<file path="config.mk">
export PLATFORM = sky130hd
export DESIGN_NAME = fdsf_top
export DESIGN_NICKNAME = d
export VERILOG_FILES = /design/src/fdsf_pkg.sv /design/src/fdsf_top.sv
export SDC_FILE = /design/constraint.sdc
export NUM_CORES = 1
export LEC_CHECK = 0
export ABC_AREA = 1
export BUFFER_PORTS_ARGS = -buffer_cell sky130_fd_sc_hd__buf_2
export CORE_ASPECT_RATIO = 2
export CORE_MARGIN = 2
export CORE_UTILIZATION = 44
export CTS_BUF_LIST = sky130_fd_sc_hd__clkbuf_16
export DETAILED_ROUTE_END_ITERATION = 6
export GPL_ROUTABILITY_DRIVEN = 0
export PLACE_DENSITY = 0.76
export SYNTH_ARGS = -nofsm -noshare
export SYNTH_HDL_FRONTEND = slang
export SYNTH_SLANG_ARGS = --single-unit
export TNS_END_PERCENT = 50
</file>
<file path="constraint.sdc">
create_clock -name mclk -period 1.3 [get_ports mclk]
set_clock_uncertainty 0.15 [all_clocks]
set_input_delay 0.195 -clock mclk [delete_from_list [all_inputs] [get_ports mclk]]
set_output_delay 0.195 -clock mclk [all_outputs]
set_load 0.05 [all_outputs]
</file>
<file path="src/fdsf_pkg.sv">
// Purpose: constants and types for the field device status flag bank
// Assumes: APB slave with 32-bit data, one word per register
// Notes: status bytes sit in the low eight bits of each word
package fdsf_pkg;
   // ********************
   // Register map
   // ********************
   localparam logic [7:0] FDSF_OFS_DEV = 8'h00;
   localparam logic [7:0] FDSF_OFS_EXT = 8'h04;
   localparam logic [7:0] FDSF_OFS_DIAG0 = 8'h08;
   localparam logic [7:0] FDSF_OFS_DIAG1 = 8'h0C;
   localparam logic [7:0] FDSF_OFS_CTRL = 8'h10;
   localparam logic [7:0] FDSF_OFS_SIM = 8'h14;
   // ********************
   // Device status bits
   // ********************
   localparam int FDSF_DS_MALF = 7;
   localparam int FDSF_DS_CFGCHG = 6;
   localparam int FDSF_DS_COLD = 5;
   localparam int FDSF_DS_MORE = 4;
   localparam int FDSF_DS_FIXED = 3;
   localparam int FDSF_DS_SAT = 2;
   localparam int FDSF_DS_SVOOL = 1;
   localparam int FDSF_DS_PVOOL = 0;
   // ********************
   // Extended and diagnostic bits
   // ********************
   localparam int FDSF_EX_MAINT = 0;
   localparam int FDSF_EX_ALERT = 1;
   localparam int FDSF_EX_FAIL = 3;
   localparam int FDSF_EX_OOSPEC = 4;
   localparam int FDSF_EX_FCHK = 5;
   localparam int FDSF_D0_VSIM = 0;
   localparam int FDSF_D0_NVM = 1;
   localparam int FDSF_D0_ENV = 5;
   localparam int FDSF_D0_ELEC = 6;
   localparam int FDSF_D0_LOCK = 7;
   localparam int FDSF_D1_SSIM = 0;
   // Control register: write 1 clears configuration-changed and cold start
   localparam int FDSF_CTRL_CLR_CFG = 0;
   localparam int FDSF_CTRL_CLR_COLD = 1;
   localparam int FDSF_CTRL_SSIM_EN = 2;
   // Bits that may ever be set in each byte
   localparam logic [7:0] FDSF_EXT_USED = 8'h3B;
   localparam logic [7:0] FDSF_D0_USED = 8'hE3;
   localparam logic [7:0] FDSF_D1_USED = 8'h01;
   localparam logic [7:0] FDSF_RST_BYTE = 8'h00;
   // Device byte after reset: cold start only
   localparam logic [7:0] FDSF_RST_DEV = 8'h20;
   localparam logic [31:0] FDSF_RST_WORD = 32'h0000_0000;

   // Condition inputs from the rest of the transmitter
   typedef struct packed {
      logic hw_fault;
      logic cfg_write;
      logic self_test;
      logic loop_fixed;
      logic loop_sat;
      logic secondary_variable_oor;
      logic primary_variable_oor;
      logic maint_req;
      logic var_alert;
      logic var_invalid;
      logic out_of_spec;
      logic work_in_progress;
      logic var_sim;
      logic nvm_bad;
      logic env_oor;
      logic elec_defect;
      logic write_protect;
   } fdsf_cond_t;

   typedef struct packed {
      logic [31:0] prdata;
      logic pready;
      logic pslverr;
      logic [7:0] dev;
      logic [7:0] ext;
      logic [7:0] diag0;
      logic [7:0] diag1;
      logic ssim_en;
      logic [7:0] sim_dev;
      logic [16:0] cond_meta;
      logic [16:0] cond_sync;
      logic [16:0] cond_last;
      logic [7:0] real_dev;
   } fdsf_state_t;
endpackage

</file>
<file path="src/fdsf_top.sv">
// Purpose: status flag bank of a field transmitter behind an APB slave
// Assumes: condition inputs are asynchronous levels; cfg_write and self_test are levels held at least two cycles
// Notes: one-cycle access, no wait states
// Function
// - Malfunction bit follows detected hardware error or failure.
// - Configuration changed bit sets on any configuration modification.
// - Configuration changed stays set until host reset action clears it.
// - Cold start bit sets after reset, self test or power cycle.
// - More status available set when any other status byte nonzero.
// - Loop current fixed bit follows fixed output mode.
// - Loop current saturated bit follows output outside range limits.
// - Secondary variable out of limits bit follows its condition.
// - Primary variable out of limits bit follows its condition.
// - Maintenance required bit in extended byte.
// - Variable alert bit in extended byte.
// - Failure bit when variables invalid through internal malfunction.
// - Out of specification bit when accuracy is endangered.
// - Function check bit while work makes variables invalid.
// - Variable simulation bit in diagnostic zero.
// - Nonvolatile memory defect bit in diagnostic zero.
// - Environmental out of range bit in diagnostic zero.
// - Electronic defect bit in diagnostic zero.
// - Configuration locked bit while write protected.
// - Status simulation bit; device byte shows simulated byte, extended and diagnostic zero held meanwhile.
`timescale 1ns/1ps
`default_nettype none
module fdsf_top
   import fdsf_pkg::*;
(
   input wire logic mclk,
   input wire logic nrst,
   input wire logic psel,
   input wire logic penable,
   input wire logic pwrite,
   input wire logic [7:0] paddr,
   input wire logic [31:0] pwdata,
   input wire logic [3:0] pstrb,
   output logic [31:0] prdata,
   output logic pready,
   output logic pslverr,
   input wire fdsf_cond_t cond,
   output logic [7:0] device_status_byte,
   output logic [7:0] extended_device_status_byte,
   output logic [7:0] diagnostic_status_zero,
   output logic [7:0] diagnostic_status_one
);
   fdsf_state_t st_ff;
   fdsf_state_t nxt_st;
   fdsf_cond_t c;
   fdsf_cond_t c_prev;
   logic [7:0] live_dev;
   logic [7:0] live_ext;
   logic [7:0] live_d0;
   logic wr;
   logic rd;
   logic hit;

   // ********************
   // Next state
   // ********************
   always_comb begin
      nxt_st = st_ff;
      // Only the second and third stages are read by logic
      nxt_st.cond_meta = cond;
      nxt_st.cond_sync = st_ff.cond_meta;
      // Third stage is the delayed copy for edge detection
      nxt_st.cond_last = st_ff.cond_sync;
      c = fdsf_cond_t'(st_ff.cond_sync);
      c_prev = fdsf_cond_t'(st_ff.cond_last);
      wr = psel & penable & pwrite;
      rd = psel & penable & ~pwrite;
      hit = (paddr == FDSF_OFS_DEV) | (paddr == FDSF_OFS_EXT) | (paddr == FDSF_OFS_DIAG0) |
            (paddr == FDSF_OFS_DIAG1) | (paddr == FDSF_OFS_CTRL) | (paddr == FDSF_OFS_SIM);

      live_ext = FDSF_RST_BYTE;
      live_ext[FDSF_EX_MAINT] = c.maint_req;
      live_ext[FDSF_EX_ALERT] = c.var_alert;
      live_ext[FDSF_EX_FAIL] = c.var_invalid;
      live_ext[FDSF_EX_OOSPEC] = c.out_of_spec;
      live_ext[FDSF_EX_FCHK] = c.work_in_progress;
      live_ext = live_ext & FDSF_EXT_USED;

      live_d0 = FDSF_RST_BYTE;
      live_d0[FDSF_D0_VSIM] = c.var_sim;
      live_d0[FDSF_D0_NVM] = c.nvm_bad;
      live_d0[FDSF_D0_ENV] = c.env_oor;
      live_d0[FDSF_D0_ELEC] = c.elec_defect;
      live_d0[FDSF_D0_LOCK] = c.write_protect;
      live_d0 = live_d0 & FDSF_D0_USED;

      live_dev = st_ff.real_dev;
      live_dev[FDSF_DS_MALF] = c.hw_fault;
      live_dev[FDSF_DS_FIXED] = c.loop_fixed;
      live_dev[FDSF_DS_SAT] = c.loop_sat;
      live_dev[FDSF_DS_SVOOL] = c.secondary_variable_oor;
      live_dev[FDSF_DS_PVOOL] = c.primary_variable_oor;
      if (wr && paddr == FDSF_OFS_CTRL && pstrb[0] && pwdata[FDSF_CTRL_CLR_CFG]) begin
         live_dev[FDSF_DS_CFGCHG] = 1'b0;
      end
      if (wr && paddr == FDSF_OFS_CTRL && pstrb[0] && pwdata[FDSF_CTRL_CLR_COLD]) begin
         live_dev[FDSF_DS_COLD] = 1'b0;
      end
      if (c.cfg_write && !c_prev.cfg_write) begin
         live_dev[FDSF_DS_CFGCHG] = 1'b1;
      end
      if (c.self_test && !c_prev.self_test) begin
         live_dev[FDSF_DS_COLD] = 1'b1;
      end
      live_dev[FDSF_DS_MORE] = (|live_ext) | (|live_d0) | st_ff.ssim_en;

      if (wr && pstrb[0] && paddr == FDSF_OFS_CTRL) begin
         nxt_st.ssim_en = pwdata[FDSF_CTRL_SSIM_EN];
      end
      if (wr && pstrb[0] && paddr == FDSF_OFS_SIM) begin
         nxt_st.sim_dev = pwdata[7:0];
      end

      // Latched bits keep tracking while the host sees the simulated byte
      nxt_st.real_dev = live_dev;
      if (st_ff.ssim_en) begin
         nxt_st.dev = st_ff.sim_dev;
         nxt_st.dev[FDSF_DS_MORE] = 1'b1;
      end else begin
         nxt_st.dev = live_dev;
         nxt_st.ext = live_ext;
         nxt_st.diag0 = live_d0;
      end
      nxt_st.diag1 = {7'b000_0000, st_ff.ssim_en} & FDSF_D1_USED;

      nxt_st.pready = psel & ~penable;
      nxt_st.pslverr = psel & ~penable & ~hit;
      nxt_st.prdata = FDSF_RST_WORD;
      if (psel && !penable && !pwrite) begin
         case (paddr)
            FDSF_OFS_DEV: nxt_st.prdata = {24'h00_0000, st_ff.dev};
            FDSF_OFS_EXT: nxt_st.prdata = {24'h00_0000, st_ff.ext};
            FDSF_OFS_DIAG0: nxt_st.prdata = {24'h00_0000, st_ff.diag0};
            FDSF_OFS_DIAG1: nxt_st.prdata = {24'h00_0000, st_ff.diag1};
            FDSF_OFS_CTRL: nxt_st.prdata = {29'h0000_0000, st_ff.ssim_en, 2'b00};
            FDSF_OFS_SIM: nxt_st.prdata = {24'h00_0000, st_ff.sim_dev};
            default: nxt_st.prdata = FDSF_RST_WORD;
         endcase
      end
      if (rd) begin
         nxt_st.prdata = st_ff.prdata;
      end
   end

   // ********************
   // State register
   // ********************
   always_ff @(posedge mclk or negedge nrst) begin
      if (!nrst) begin
         st_ff <= '0;
         st_ff.dev <= FDSF_RST_DEV;
         st_ff.real_dev <= FDSF_RST_DEV;
      end else begin
         st_ff <= nxt_st;
      end
   end

   assign prdata = st_ff.prdata;
   assign pready = st_ff.pready;
   assign pslverr = st_ff.pslverr;
   assign device_status_byte = st_ff.dev;
   assign extended_device_status_byte = st_ff.ext;
   assign diagnostic_status_zero = st_ff.diag0;
   assign diagnostic_status_one = st_ff.diag1;
endmodule // fdsf_top
`default_nettype wire
</file>
==> results.cfg <==
[clocking]
htree_levels = 3
cts.sinks = 76
cts_tree = done
numCtsBuffers = 9
clk_pin_slew_ns = 0.06
clock_latency_ns = 0.32
cts_root_buf = clkbuf_16
cts_buffer_depth = 2

[detailed_routing]
antenna_left = 0
wire_per_inst_um = 12.3
viasPerCell = 4.41
dr.pass1.iters = 5
drcViolationCount = 0
wl_um = 6460
drt-initial-drc-count = 75
vias = 2325

[synth]
synth_top_family_by_area = simple AND/OR/NAND/NOR gates
synthCells = 341
ys_types = 30
syn_area_per_cell_um2 = 9.75
synthAdderAreaFrac_pct = 0
synth-seq-area-share_pct = 57.3
syn_area_um2 = 3320
synthSimpleGateAreaFrac_pct = 22.1
synth-xor-area-share_pct = 0
synth-seq-cells = 76
synthMuxAreaShare_pct = 0
yosysWarnings = 0
synth_compound_area_share_pct = 2.45

[sta]
rsz0062_at_grt = true
setup_viol = 1
finalHoldViolCount = 0
holdWs_ns = 0.150
finalMaxSlewViolations = 0
worst_slack_ns = -0.0741
fin_crit_ns = 1.37
timing.fmax_mhz = 728
period_share_pct = 106

[layout]
layout-drive-gt1-share_pct = 29.0
ff_latch_area_um2 = 1910
layout_commonest_cell = nand2_1
fill_cells = 626
n_antenna_cell = 0
synthToLayoutAreaGrowth_pct = 25.6
fin_cells = 527
final_cell_area_um2 = 4170
final_core_utilization_pct = 57.4
multi_input_area_um2 = 956
nNetsFinal = 496
layout_common_cells = nand2_1 (104), dfrtp_1 (73), buf_2 (39)

[placed_design]
dp_cells = 482
port_buffers = 67
hpwl_um = 4600
dp_slack_ns = -0.167
placedInstanceArea_um2 = 3510

[grt]
grt_pass1_wl_um = 10400
grt_pass1_vias = 2214
grt_max_degree = 77
antenna_found_initial = 0
overflow = 0
track_usage_pct = 17.0

[setup_path]
crit_slowest_cell = dfstp_2
crit_path_end_kind = output port
crit_chain = buf_8
required_ns = 0.95
critPathTopFamily = flip-flops
crit_path_max_incr_delay_ns = 0.55
critPathKind = flip-flop to output port
crit_fanout = 2
cp.arrival_ns = 1.03
crit_buf_inv = 1
start_kind = flip-flop

[power]
peakVddDrop_uv = 894
power_frac_seq_pct = 47.0
switchingPower_w = 0.00142
p_leak_nw = 2.24
p_per_area_nw_per_um2 = 1280
clkPwrFrac_pct = 40.1
power.internal_w = 0.00390
p_sw_share_pct = 26.7
pwr-share-comb_pct = 12.9

[min_path]
hold_path.class = input port to flip-flop

[status]
violations = setup timing
status = finished with violations

[floorplanning]
die_w_um = 65.5
io_pins = 132
die_area_um2 = 8310
fp.dieH_um = 127
core_area_um2 = 7270
placementRows = 44
start_util_pct = 45.7

[job]
maxCapViolCount = 0
-- synthesized netlist by cell type --
cell type | n | share of area, %
nand2_1 | 104 | 12
dfrtp_1 | 74 | 56
buf_4 | 64 | 14
nand3_1 | 19 | 2.9
nor2_1 | 16 | 1.8
inv_1 | 15 | 1.7
nand2_2 | 6 | 1.1
o21ai_1 | 6 | 0.90
nand3_2 | 5 | 1.5
nor2_2 | 4 | 0.75
a21oi_2 | 3 | 0.79
buf_2 | 2 | 0.30
dfstp_2 | 2 | 1.6
inv_2 | 2 | 0.23
nand2_4 | 2 | 0.68
nor2_4 | 2 | 0.68
nor3_1 | 2 | 0.30
a21oi_1 | 1 | 0.15
a31oi_1 | 1 | 0.19
buf_1 | 1 | 0.11
buf_12 | 1 | 0.60
buf_6 | 1 | 0.34
clkbuf_1 | 1 | 0.11
clkinv_2 | 1 | 0.15
conb_1 | 1 | 0.11
nand4_1 | 1 | 0.19
nor3_2 | 1 | 0.30
nor4_1 | 1 | 0.19
o21ai_0 | 1 | 0.15
o21ai_2 | 1 | 0.26
-- registers in the layout, indices dropped and copies added, names as in the netlist --
| register | count |
|---|---|
| diagnostic_status_one | 1 |
| pslverr | 1 |
| c_prev | 2 |
| prdata | 8 |
| device_status_byte | 8 |
| c | 17 |
| nxt_st | 18 |
| extended_device_status_byte | 5 |
| diagnostic_status_zero | 5 |
| pready | 1 |
| st_ff | 10 |
-- power groups by stage --
| stage | registers (W) | clock network (W) | logic [W] |
|---|---|---|---|
| after global routing | 0.00251 | 0.00231 | 0.000732 |
| final | 0.00250 | 0.00213 | 0.000688 |
| after detailed placement | 0.00254 | 0 | 0.000596 |
| after floorplan | 0.00254 | 0 | 0.000528 |
| after global placement | 0.00254 | 0 | 0.000588 |
| after CTS | 0.00250 | 0.00219 | 0.000676 |
-- worst paths after layout --
check | startpoint | endpoint | slack, ns | cells past startpoint
setup / recovery | device_status_byte[5] | device_status_byte[5] | -0.07 | 1
hold / removal | pstrb[0] | st_ff[63] | 0.15 | 5
setup reg to reg | nxt_st[68] | device_status_byte[0] | 0.12 | 2
hold reg to reg | nxt_st[36] | c[11] | 0.19 | 0
max in group asynchronous | nrst | nxt_st[68] | 0.40 | 3
min in group asynchronous | nrst | nxt_st[39] | 0.26 | 3
-- cell families after synthesis --
logic type,Yosys count
AO/OA/AOI/OAI,13
other,1
buffers and inverters,88
AND/OR/NAND/NOR,163
flip-flops,76
-- metal layers --
metal	share of wire (%)	up-vias	track usage, %
met5	0	-	0
met4	3.0	0	8.33
met3	5.9	15	5.50
met2	57	105	30.8
met1	34	1069	17.0
li1	-	1136	-
-- per-stage QoR --
stage / total power (W) / setup TNS, ns
global placement: 0.00312 / -0.704
floorplan: 0.00307 / 0
CTS: 0.00536 / -0.0903
global route: 0.00555 / -0.117
finish: 0.00532 / -0.0741
detailed placement: 0.00313 / -1.08
-- tightest hold or removal path, stage by stage --
cell     delay [ns]
buf_2          0.09
nand2_1        0.10
nor2_4         0.07
nand3_1        0.08
nand2_1        0.05
-- area by class of cell --
class | count | share of cell area (%)
clock inverter | 7 | 0.840
inverter | 18 | 1.65
clock buffer | 9 | 5.40
timing repair buffer | 112 | 20.8
multi-input combinational | 213 | 22.9
sequential | 76 | 45.7
tap | 92 | 2.76
-- repair_timing --
| action | CTS | global route |
|---|---|---|
| buffers inserted | 0 | 1 |
| gates cloned | 0 | 0 |
| hold buffers | 28 | 0 |
| gates resized for setup | 20 | 22 |
| setup endpoints to repair | 17 | 37 |
| pin swaps | 0 | 0 |
| endpoints found under the hold margin | 101 | 0 |
Note: power is estimated with default switching activity, not from simulation.
